==> config.mk <==
export PLATFORM = sky130hd
export DESIGN_NAME = xirq_top
export DESIGN_NICKNAME = d
export VERILOG_FILES = /design/src/rtl/xirq_pkg.sv /design/src/rtl/xirq_det_if.sv /design/src/rtl/xirq_detect.sv /design/src/rtl/xirq_top.sv
export SDC_FILE = /design/constraint.sdc
export NUM_CORES = 1
export LEC_CHECK = 0
export BUFFER_PORTS_ARGS = -buffer_cell sky130_fd_sc_hd__buf_4
export CORE_AREA = 2 2 93 95
export DETAILED_ROUTE_END_ITERATION = 10
export DIE_AREA = 0 0 95 97
export HOLD_SLACK_MARGIN = 0.12
export RECOVER_POWER = 100
export SYNTH_ARGS = -nofsm -noshare
export SYNTH_HDL_FRONTEND = slang
export SYNTH_HIERARCHICAL = 1
export SYNTH_SLANG_ARGS = --single-unit
==> constraint.sdc <==
create_clock -name mclk -period 2.8 [get_ports mclk]
set_input_delay 0.14 -clock mclk [delete_from_list [all_inputs] [get_ports mclk]]
set_output_delay 0.14 -clock mclk [all_outputs]
set_load 0.005 [all_outputs]
==> src/rtl/xirq_pkg.sv <==
// Constants and decode helpers for the extra external interrupt pair
package xirq_pkg;

	// Byte addresses in the special function space
	localparam logic [7:0] CTRL_ADDR     = 8'hc0;
	localparam logic [7:0] PORT_ADDR     = 8'hd8;

	// Bit-address bases: each bit-addressable register owns eight bit addresses
	localparam logic [7:0] CTRL_BIT_BASE = 8'hc0;
	localparam logic [7:0] PORT_BIT_BASE = 8'hd8;

	// Control register fields; channel c sits in the low nibble, channel d in the high
	localparam int CH_STRIDE  = 4;
	localparam int FLD_EDGE   = 0;
	localparam int FLD_PEND   = 1;
	localparam int FLD_EN     = 2;
	localparam int FLD_PRIO   = 3;
	localparam int NUM_CH     = 2;
	localparam int CH_C       = 0;
	localparam int CH_D       = 1;

	// Port nibble: channel c uses pin 3, channel d uses pin 2
	localparam int PORT_W     = 4;
	localparam int PIN_OF_CH0 = 3;

	// Reset values
	localparam logic [7:0] CTRL_RESET = 8'h00;
	localparam logic [3:0] PORT_RESET = 4'hf;
	localparam logic [3:0] PIN_IDLE   = 4'hf;

	// Vectors and polling positions within a priority level
	localparam logic [7:0] VEC_C  = 8'h33;
	localparam logic [7:0] VEC_D  = 8'h3b;
	localparam logic [2:0] POLL_C = 3'h6;
	localparam logic [2:0] POLL_D = 3'h7;

	// True when a bit address falls in the eight addresses of a register
	function automatic logic bit_hit(input logic [7:0] addr, input logic [7:0] base);
		bit_hit = (addr[7:3] == base[7:3]);
	endfunction

endpackage

==> src/rtl/xirq_det_if.sv <==
// Synchronised pin levels and falling-edge strobes between detector and controller
`timescale 1ns/100ps
`default_nettype none

interface xirq_det_if;
	logic [3:0] lvl;
	logic [3:0] fall;

	modport src (output lvl, output fall);
	modport snk (input lvl, input fall);
endinterface

`default_nettype wire

==> src/rtl/xirq_detect.sv <==
// Pin synchroniser and falling-edge detector for the port nibble
`timescale 1ns/100ps
`default_nettype none

module xirq_detect (
	input  wire logic       mclk,    // Core clock
	input  wire logic       resetn,  // Asynchronous reset, active low
	input  wire logic [3:0] pin_in,  // Raw pin levels
	xirq_det_if.src         det      // Synchronised levels and edges
);

	genvar i;
	generate
		for (i = 0; i < xirq_pkg::PORT_W; i++) begin : g_pin
			logic meta_ff;
			logic sync_ff;
			logic last_ff;

			// Idle high so release from reset raises no false edge
			always_ff @(posedge mclk or negedge resetn) begin
				if (!resetn) begin
					meta_ff <= xirq_pkg::PIN_IDLE[i];
					sync_ff <= xirq_pkg::PIN_IDLE[i];
					last_ff <= xirq_pkg::PIN_IDLE[i];
				end else begin
					meta_ff <= pin_in[i];
					sync_ff <= meta_ff;
					last_ff <= sync_ff;
				end
			end

			assign det.lvl[i]  = sync_ff;
			assign det.fall[i] = last_ff & ~sync_ff;
		end
	endgenerate

endmodule

`default_nettype wire

==> src/rtl/xirq_top.sv <==
// Extra external interrupt pair with control register and shared port nibble
`timescale 1ns/100ps
`default_nettype none

module xirq_top (
	input  wire logic       mclk,                // Core clock, 100 MHz
	input  wire logic       resetn,              // Asynchronous reset, active low
	input  wire logic [7:0] sfr_addr,            // Byte address of special function access
	input  wire logic       sfr_wr,              // Byte write strobe
	input  wire logic [7:0] sfr_wdata,           // Byte write data
	input  wire logic       sfr_rd,              // Byte read strobe
	output logic      [7:0] sfr_rdata,           // Byte read data, one cycle after strobe
	input  wire logic [7:0] bit_addr,            // Bit address of bit instruction
	input  wire logic       bit_wr,              // Bit write strobe
	input  wire logic       bit_val,             // Value for bit write
	input  wire logic       bit_rd,              // Bit read strobe
	output logic            bit_rdata,           // Bit read data, one cycle after strobe
	input  wire logic       irq_c_serviced,      // Core took channel c vector
	input  wire logic       irq_d_serviced,      // Core took channel d vector
	output logic            irq_c_req,           // Channel c request to core
	output logic            irq_d_req,           // Channel d request to core
	output logic            irq_c_priority_high, // Channel c at high level
	output logic            irq_d_priority_high, // Channel d at high level
	output logic            irq_req,             // Either channel requesting
	output logic      [7:0] irq_vector,          // Vector of winning channel
	output logic            irq_prio_high,       // Winning channel at high level
	output logic      [2:0] irq_poll_index,      // Polling position of winner
	input  wire logic [3:0] nibble_io_port_in,   // Port pin levels
	output logic      [3:0] nibble_io_port_out,  // Port pin drive value
	output logic      [3:0] nibble_io_port_oe    // Port pin drive enable, high drives
);

	logic [7:0] ctrl_ff;
	logic [7:0] nxt_ctrl;
	logic [3:0] port_ff;
	logic [3:0] nxt_port;
	logic [7:0] rdata_ff;
	logic       bit_rdata_ff;
	logic [1:0] serviced;
	logic       win_d;
	logic       req_ff;
	logic [7:0] vec_ff;
	logic       prio_ff;
	logic [2:0] poll_ff;
	logic       ctrl_byte_wr;
	logic       ctrl_bit_wr;
	logic       port_byte_wr;
	logic       port_bit_wr;

	xirq_det_if det ();

	xirq_detect u_detect (
		.mclk   (mclk),
		.resetn (resetn),
		.pin_in (nibble_io_port_in),
		.det    (det)
	);

	assign serviced = {irq_d_serviced, irq_c_serviced};

	// Bit position of one field of one channel within the control register
	function automatic int fld(input int ch, input int f);
		fld = ch * xirq_pkg::CH_STRIDE + f;
	endfunction

	// Only the lower four port bit addresses have a latch behind them
	function automatic logic port_bit_hit(input logic [7:0] addr);
		port_bit_hit = xirq_pkg::bit_hit(addr, xirq_pkg::PORT_BIT_BASE) && !addr[2];
	endfunction

	// Write decode shared by both register updates
	assign ctrl_byte_wr = sfr_wr && (sfr_addr == xirq_pkg::CTRL_ADDR);
	assign ctrl_bit_wr  = bit_wr && xirq_pkg::bit_hit(bit_addr, xirq_pkg::CTRL_BIT_BASE);
	assign port_byte_wr = sfr_wr && (sfr_addr == xirq_pkg::PORT_ADDR);
	assign port_bit_wr  = bit_wr && port_bit_hit(bit_addr);

	// Software writes first, then hardware flag updates so a detected edge beats a clear
	always_comb begin
		nxt_ctrl = ctrl_ff;
		if (ctrl_byte_wr) begin
			nxt_ctrl = sfr_wdata;
		end
		if (ctrl_bit_wr) begin
			nxt_ctrl[bit_addr[2:0]] = bit_val;
		end
		for (int ch = 0; ch < xirq_pkg::NUM_CH; ch++) begin
			if (ctrl_ff[fld(ch, xirq_pkg::FLD_EDGE)]) begin
				if (serviced[ch]) begin
					nxt_ctrl[fld(ch, xirq_pkg::FLD_PEND)] = 1'b0;
				end
				if (det.fall[xirq_pkg::PIN_OF_CH0 - ch]) begin
					nxt_ctrl[fld(ch, xirq_pkg::FLD_PEND)] = 1'b1;
				end
			end else begin
				// Level mode sets pending while the pin is low; service does not clear it
				nxt_ctrl[fld(ch, xirq_pkg::FLD_PEND)] =
					~det.lvl[xirq_pkg::PIN_OF_CH0 - ch];
			end
		end
	end

	always_ff @(posedge mclk or negedge resetn) begin
		if (!resetn) begin
			ctrl_ff <= xirq_pkg::CTRL_RESET;
		end else begin
			ctrl_ff <= nxt_ctrl;
		end
	end

	// Port latch: a zero drives the pin low, a one releases it as an input
	always_comb begin
		nxt_port = port_ff;
		if (port_byte_wr) begin
			nxt_port = sfr_wdata[3:0];
		end
		if (port_bit_wr) begin
			nxt_port[bit_addr[1:0]] = bit_val;
		end
	end

	always_ff @(posedge mclk or negedge resetn) begin
		if (!resetn) begin
			port_ff <= xirq_pkg::PORT_RESET;
		end else begin
			port_ff <= nxt_port;
		end
	end

	// Interrupt pins need the latch at one, otherwise the pin is held low
	// A zero there drives the pin low and so raises that channel's own request
	assign nibble_io_port_out = port_ff;
	assign nibble_io_port_oe  = ~port_ff;

	// Byte and bit reads; the port returns pin levels, not the latch
	always_ff @(posedge mclk or negedge resetn) begin
		if (!resetn) begin
			rdata_ff <= 8'h00;
		end else if (sfr_rd) begin
			if (sfr_addr == xirq_pkg::CTRL_ADDR) begin
				rdata_ff <= ctrl_ff;
			end else if (sfr_addr == xirq_pkg::PORT_ADDR) begin
				rdata_ff <= {4'h0, det.lvl};
			end else begin
				rdata_ff <= 8'h00;
			end
		end
	end

	always_ff @(posedge mclk or negedge resetn) begin
		if (!resetn) begin
			bit_rdata_ff <= 1'b0;
		end else if (bit_rd) begin
			if (xirq_pkg::bit_hit(bit_addr, xirq_pkg::CTRL_BIT_BASE)) begin
				bit_rdata_ff <= ctrl_ff[bit_addr[2:0]];
			end else if (port_bit_hit(bit_addr)) begin
				bit_rdata_ff <= det.lvl[bit_addr[1:0]];
			end else begin
				bit_rdata_ff <= 1'b0;
			end
		end
	end

	assign sfr_rdata = rdata_ff;
	assign bit_rdata = bit_rdata_ff;

	// Per-channel requests gated by enable
	assign irq_c_req = ctrl_ff[xirq_pkg::CH_C * xirq_pkg::CH_STRIDE + xirq_pkg::FLD_EN]
		& ctrl_ff[xirq_pkg::CH_C * xirq_pkg::CH_STRIDE + xirq_pkg::FLD_PEND];
	assign irq_d_req = ctrl_ff[xirq_pkg::CH_D * xirq_pkg::CH_STRIDE + xirq_pkg::FLD_EN]
		& ctrl_ff[xirq_pkg::CH_D * xirq_pkg::CH_STRIDE + xirq_pkg::FLD_PEND];
	assign irq_c_priority_high =
		ctrl_ff[xirq_pkg::CH_C * xirq_pkg::CH_STRIDE + xirq_pkg::FLD_PRIO];
	assign irq_d_priority_high =
		ctrl_ff[xirq_pkg::CH_D * xirq_pkg::CH_STRIDE + xirq_pkg::FLD_PRIO];

	// Channel d only wins when it alone requests or outranks channel c
	// Equal levels go to channel c, which is polled ahead of d
	assign win_d = irq_d_req
		&& (!irq_c_req || (irq_d_priority_high && !irq_c_priority_high));

	// Registered winner so vector, level and poll index change together
	always_ff @(posedge mclk or negedge resetn) begin
		if (!resetn) begin
			req_ff  <= 1'b0;
			vec_ff  <= 8'h00;
			prio_ff <= 1'b0;
			poll_ff <= 3'h0;
		end else begin
			req_ff <= irq_c_req | irq_d_req;
			if (win_d) begin
				vec_ff  <= xirq_pkg::VEC_D;
				prio_ff <= irq_d_priority_high;
				poll_ff <= xirq_pkg::POLL_D;
			end else begin
				vec_ff  <= xirq_pkg::VEC_C;
				prio_ff <= irq_c_priority_high;
				poll_ff <= xirq_pkg::POLL_C;
			end
		end
	end

	assign irq_req        = req_ff;
	assign irq_vector     = vec_ff;
	assign irq_prio_high  = prio_ff;
	assign irq_poll_index = poll_ff;

endmodule

`default_nettype wire

==> flow_metrics.env, run 1 <==
export IMPL_routabilityCongestion=0.843
export IMPL_path_class="primary input to flip-flop"
export IMPL_status="finished, final reports clean"
export IMPL_post_drt_wl_per_cell_microns=14.2
export IMPL_post_route_period_util=0.628
export IMPL_core_rowCount=33
export IMPL_path_max_fanout=7
export IMPL_final_common_cell="buf_4"
export IMPL_die_height_microns=97
export IMPL_irDropWorstVdd_mv=0.172
export IMPL_initial_core_util=0.228
export IMPL_number_of_optimization_iterations_in_the_first_detailed_route_pass=4
export IMPL_timing_critical_path_slowest_cell_delay_ns=0.57
export IMPL_drc_errors=0
export IMPL_grt_max_degree=36
export IMPL_layout_common_cells="34 x buf_4, 29 x clkbuf_4, 21 x dfrtp_1, 20 x mux2i_1, 17 x nor2_1"
export IMPL_ctsHtreeMaxLevel=2
export IMPL_power_static_leakage_uw=0.00112
export IMPL_startpoint_type="primary input"
export IMPL_placement_io_buffers=67
export IMPL_wire_length_of_the_first_global_routing_pass_microns=7490
export IMPL_timing_worst_slew_pin_value_ns=0.631
export IMPL_tritoncts="done"
export IMPL_antenna_diode_count=0
export IMPL_clkTransAtPathRegs_ns=0.07
export IMPL_cellPowerDensity_nw_per_um2=449
export IMPL_ios=71
export IMPL_timing_final_crit_period_ns=1.76
export IMPL_rsz_0062_raised_after_global_routing="no"
export IMPL_cts_resized_gates=0
export IMPL_placeableCoreArea_sq_um=8130
export IMPL_worstSkewPairLatency_ns=0.29
export IMPL_clk_path_buf_depth=2
export IMPL_die_area_sq_um=9220
export IMPL_max_freq_mhz=569
export IMPL_die_width_microns=95
export IMPL_drv_max_cap_violation_count=0
export IMPL_post_synth_instance_area_sq_um=1850
export IMPL_critPathSlowestCell="nor4bb_1"
export IMPL_first_global_vias=1447
export IMPL_hold_path_class="primary input to flip-flop"
export IMPL_grt_overflow_total=0
export IMPL_setup_viol=0
export IMPL_drt_iter0_drc=62
export IMPL_timing_critical_path_cells="clkbuf_4, nor4bb_1, nand3_1, a221oi_1, o221ai_1"
export IMPL_total_grt_usage=0.107
export IMPL_final_setup_tns_ns=0
export IMPL_critical_path_required_ns=2.95
export IMPL_routed_via_density=4.41
export IMPL_yosys_warning_count=6
export IMPL_grt_antenna_before_repair=0
export IMPL_areaGrowthSynthToFinish_pct=33.4
export IMPL_report_final_slew_viol_count=0
export IMPL_cts_root_buffer_cell="clkbuf_8"
export IMPL_share_of_post_route_cells_with_drive_strength_above_1=0.369
export IMPL_nNetsFinal=269
export IMPL_post_synth_cell_area_avg_sq_um=11.0
export IMPL_tritoncts_buffer_count=5
export IMPL_ant_nets=0
export IMPL_worst_endpoint_arrival_ns=1.91
export IMPL_timing_hold_ws_ns=0.149
export IMPL_critPathCaptureType="flip-flop"
export IMPL_postLayoutCoreUtil=0.304
export IMPL_finClkSkew_ns=0.00610
export IMPL_hold_viol=0
export IMPL_place_detailed_hpwl_microns=3760
export IMPL_max_slew_margin=0.574
export IMPL_drt_wl_total_microns=4800
export IMPL_syn_instance_count=168
export IMPL_routed_via_count=1490
export IMPL_tritoncts_num_sinks=35
==> cell type report <==
| cell class | count | area (sq um) |
|---|---|---|
| sequential | 35 | 893 |
| inverter | 14 | 52.6 |
| clock buffer | 7 | 76.3 |
| multi-input combinational | 103 | 764 |
| tap | 105 | 131 |
| clock inverter | 1 | 5.00 |
| fill | 853 | 5660 |
| timing repair buffer | 73 | 548 |
==> report_power, final <==
group          switching [uW]  total [uW]  internal, uW
registers                31.6         578           546
clock network             177         351           174
logic                    77.7         181           103
==> registers in the layout, summed over array words and instances (netlist names) <==
signal and count:
bit_rdata 1, ctrl_ff 8, irq_poll_index 1, irq_prio_high 1
irq_req 1, irq_vector 1, nibble_io_port_out 4, sfr_rdata 8
u_detect/g_pin.last_ff 2, u_detect/g_pin.meta_ff 4, u_detect/g_pin.sync_ff 4
==> per-layer routing <==
metal	GRT usage	part of all wire	wire length [microns]	up-vias
met5	0	0	0	-
met4	0.0368	0.013	61	0
met3	0.0428	0.085	410	6
met2	0.152	0.45	2150	58
met1	0.146	0.45	2180	722
li1	-	-	-	704
==> critical path, delay by kind of cell <==
| family | cells | cell delay [ns] |
|---|---|---|
| and+or+nand+nor | 2 | 1.06 |
| AOI/OAI and AO/OA | 2 | 0.60 |
| buffers and inverters | 1 | 0.11 |
==> final timing paths <==
kind	depth (start not counted)	endpoint	slack (ns)	startpoint
setup / recovery	5	ctrl_ff[5]	1.04	sfr_addr[2]
hold reg to reg	0	u_detect/g_pin[1].sync_ff	0.36	u_detect/g_pin[1].meta_ff
hold / removal	2	sfr_rdata[2]	0.15	sfr_rd
max in group asynchronous	2	u_detect/g_pin[2].last_ff	2.11	resetn
min in group asynchronous	2	ctrl_ff[4]	0.34	resetn
setup reg to reg	4	bit_rdata	1.42	ctrl_ff[4]
==> metrics by stage <==
| step | worst slack [ns] | instance area (sq um) | cells | total power [uW] |
|---|---|---|---|---|
| finish | 1.04 | 2470 | 338 | 1110 |
| global route | 0.950 | 2470 | 338 | 1170 |
| CTS | 1.41 | 2510 | 338 | 1140 |
| detailed placement | 1.19 | 2370 | 324 | 775 |
| global placement | 1.25 | 2370 | 324 | 772 |
| floorplan | 1.46 | 1860 | 170 | 663 |
==> what timing repair did <==
| action | in CTS | in global routing |
|---|---|---|
| endpoints found under the hold margin | 26 | 0 |
| hold buffers | 6 | 0 |
| setup buffers | 0 | 0 |
Note: power is estimated with default switching activity, not from simulation.
==> run 2, diff against run 1 <==
clock period = 1.7 ns   (was 2.8 ns; I/O delays follow)
==> run 2 against run 1 <==
Net effect:
- clock-buffer cell count is 2 lower
- global-route usage rose by 0.17 points
- combinational power increased by 85%
- clock power increased by 66%
- utilization increased by 1.9 points
- largest cell class unchanged
- largest power group unchanged
==> flow_metrics.env, run 2 (synthesis gave the netlist of run 1 again) <==
export IMPL_power_consumption_uw=1860
export IMPL_ant_nets=0
export IMPL_hold_path_class="primary input to flip-flop"
export IMPL_rsz_0062_raised_after_global_routing="no"
export IMPL_final_common_cell="buf_4"
export IMPL_drv_max_cap_violation_count=0
export IMPL_timing_final_crit_period_ns=1.41
export IMPL_place_detailed_hpwl_microns=3760
export IMPL_path_class="primary input to flip-flop"
export IMPL_worst_path_buf_inv=1
export IMPL_max_slew_margin=0.419
export IMPL_setup_viol=0
export IMPL_grt_use_met3=0.0280
export IMPL_critical_path_required_ns=1.93
export IMPL_cellPowerDensity_nw_per_um2=709
export IMPL_initial_core_util=0.228
export IMPL_routabilityCongestion=0.829
export IMPL_grt_max_degree=36
export IMPL_ctsHtreeMaxLevel=2
export IMPL_status="finished, final reports clean"
export IMPL_core_rowCount=33
export IMPL_drc_errors=0
export IMPL_report_final_slew_viol_count=0
export IMPL_placement_io_buffers=67
export IMPL_path_max_fanout=10
export IMPL_routed_via_density=4.40
export IMPL_swShare=0.263
export IMPL_global_route_usage_met1=0.146
export IMPL_fin_cells=351
export IMPL_cts_root_buffer_cell="clkbuf_8"
export IMPL_max_freq_mhz=710
export IMPL_number_of_optimization_iterations_in_the_first_detailed_route_pass=4
export IMPL_drt_iter0_drc=62
export IMPL_place_area_sq_um=2390
export IMPL_worstSkewPairLatency_ns=0.29
export IMPL_drt_wl_total_microns=4850
export IMPL_critPathSlowestCell="and2_0"
export IMPL_reg_power_frac=0.508
export IMPL_pwr_share_comb=0.180
export IMPL_power_static_leakage_uw=0.00122
export IMPL_worst_endpoint_arrival_ns=1.64
export IMPL_layout_common_cells="35 x buf_4, 30 x clkbuf_4, 21 x dfrtp_1, 20 x mux2i_1, 17 x nor2_1"
export IMPL_timing_critical_path_cells="clkbuf_4, nor4_1, and2_0, a311o_1, a221o_1"
export IMPL_tritoncts_buffer_count=5
export IMPL_tritoncts="done"
export IMPL_netsw_uw=491
export IMPL_post_route_period_util=0.828
export IMPL_wire_length_of_the_first_global_routing_pass_microns=7670
export IMPL_finClkSkew_ns=0.00270
export IMPL_grt_overflow_total=0
export IMPL_post_route_cell_area_sq_um=2630
export IMPL_startpoint_type="primary input"
export IMPL_irDropWorstVdd_mv=0.350
export IMPL_clk_path_buf_depth=2
export IMPL_placeableCoreArea_sq_um=8130
export IMPL_internal_power_uw=1370
export IMPL_nNetsFinal=282
export IMPL_areaGrowthSynthToFinish_pct=41.7
export IMPL_first_global_vias=1531
export IMPL_cpLargestDelayFamily="simple AND/OR/NAND/NOR gates"
export IMPL_final_setup_tns_ns=0
export IMPL_clkTransAtPathRegs_ns=0.07
export IMPL_antenna_diode_count=0
export IMPL_tritoncts_num_sinks=35
export IMPL_busiest_layer="met2"
export IMPL_ios=71
export IMPL_timing_worst_slew_pin_value_ns=0.871
export IMPL_die_width_microns=95
export IMPL_number_of_inserted_filler_cells_in_the_final_layout=839
export IMPL_routed_via_count=1545
export IMPL_hold_viol=0
export IMPL_dp_cells=327
export IMPL_post_drt_wl_per_cell_microns=13.8
export IMPL_pwr_share_clk=0.313
export IMPL_timing_critical_path_slowest_cell_delay_ns=0.54
export IMPL_share_of_post_route_cells_with_drive_strength_above_1=0.382
export IMPL_gr_usage_met2=0.170
export IMPL_die_area_sq_um=9220
export IMPL_total_grt_usage=0.109
export IMPL_die_height_microns=97
export IMPL_grt_antenna_before_repair=0
export IMPL_critPathCaptureType="flip-flop"
## run 2: layout make-up
cell class / instances / area [sq um] / area share
flip-flops and latches: 35 / 893 / 0.340
multi-input cells: 103 / 793 / 0.302
repair buffers: 86 / 672 / 0.256
well taps: 105 / 131 / 0.0500
clock buffers: 5 / 68.8 / 0.0262
inverters: 14 / 52.6 / 0.0200
clock inverters: 3 / 15.0 / 0.00572
## run 2: power by group through the flow
stage | Sequential, uW | Clock, uW | Combinational (uW)
floorplan | 955 | 0 | 137
global placement | 964 | 0 | 314
detailed placement | 965 | 0 | 317
CTS | 951 | 609 | 347
global route | 954 | 647 | 369
finish | 946 | 582 | 335
## run 2: layer usage
| layer | vias up | routed length, microns |
|---|---|---|
| met3 | 6 | 284 |
| met1 | 755 | 2260 |
| met5 | - | 0 |
| met4 | 0 | 46 |
| met2 | 54 | 2260 |
| li1 | 730 | - |
## run 2: timing repair
action,in CTS,in global routing
setup endpoints to repair,0,1
gates resized for setup,0,3
hold buffers,15,0
setup buffers,0,1
endpoints found under the hold margin,57,0
## run 2: worst min-delay path: stages
cell and delay, ns:
buf_4 0.13, nand4_1 0.09, a31oi_1 0.08
## run 2: path summary, 6_finish.rpt
| kind | cells past startpoint | to | startpoint | slack, ns |
|---|---|---|---|---|
| worst max-delay path | 5 | ctrl_ff[1] | sfr_addr[3] | 0.29 |
| worst min-delay path | 3 | bit_rdata | bit_addr[4] | 0.13 |
| worst max register to register | 4 | bit_rdata | ctrl_ff[4] | 0.32 |
| worst min register to register | 0 | u_detect/g_pin[1].sync_ff | u_detect/g_pin[1].meta_ff | 0.36 |
| max in group asynchronous | 2 | ctrl_ff[6] | resetn | 0.71 |
| min in group asynchronous | 2 | ctrl_ff[3] | resetn | 0.44 |
## run 2: stage by stage
step	setup slack, ns	util	hold slack [ns]
after floorplan	0.416	-	-0.211
after global placement	0.204	0.294	0.0696
after detailed placement	0.160	0.294	0.0691
after CTS	0.00140	0.323	0.127
after global routing	0.181	0.323	0.149
final	0.292	0.323	0.131
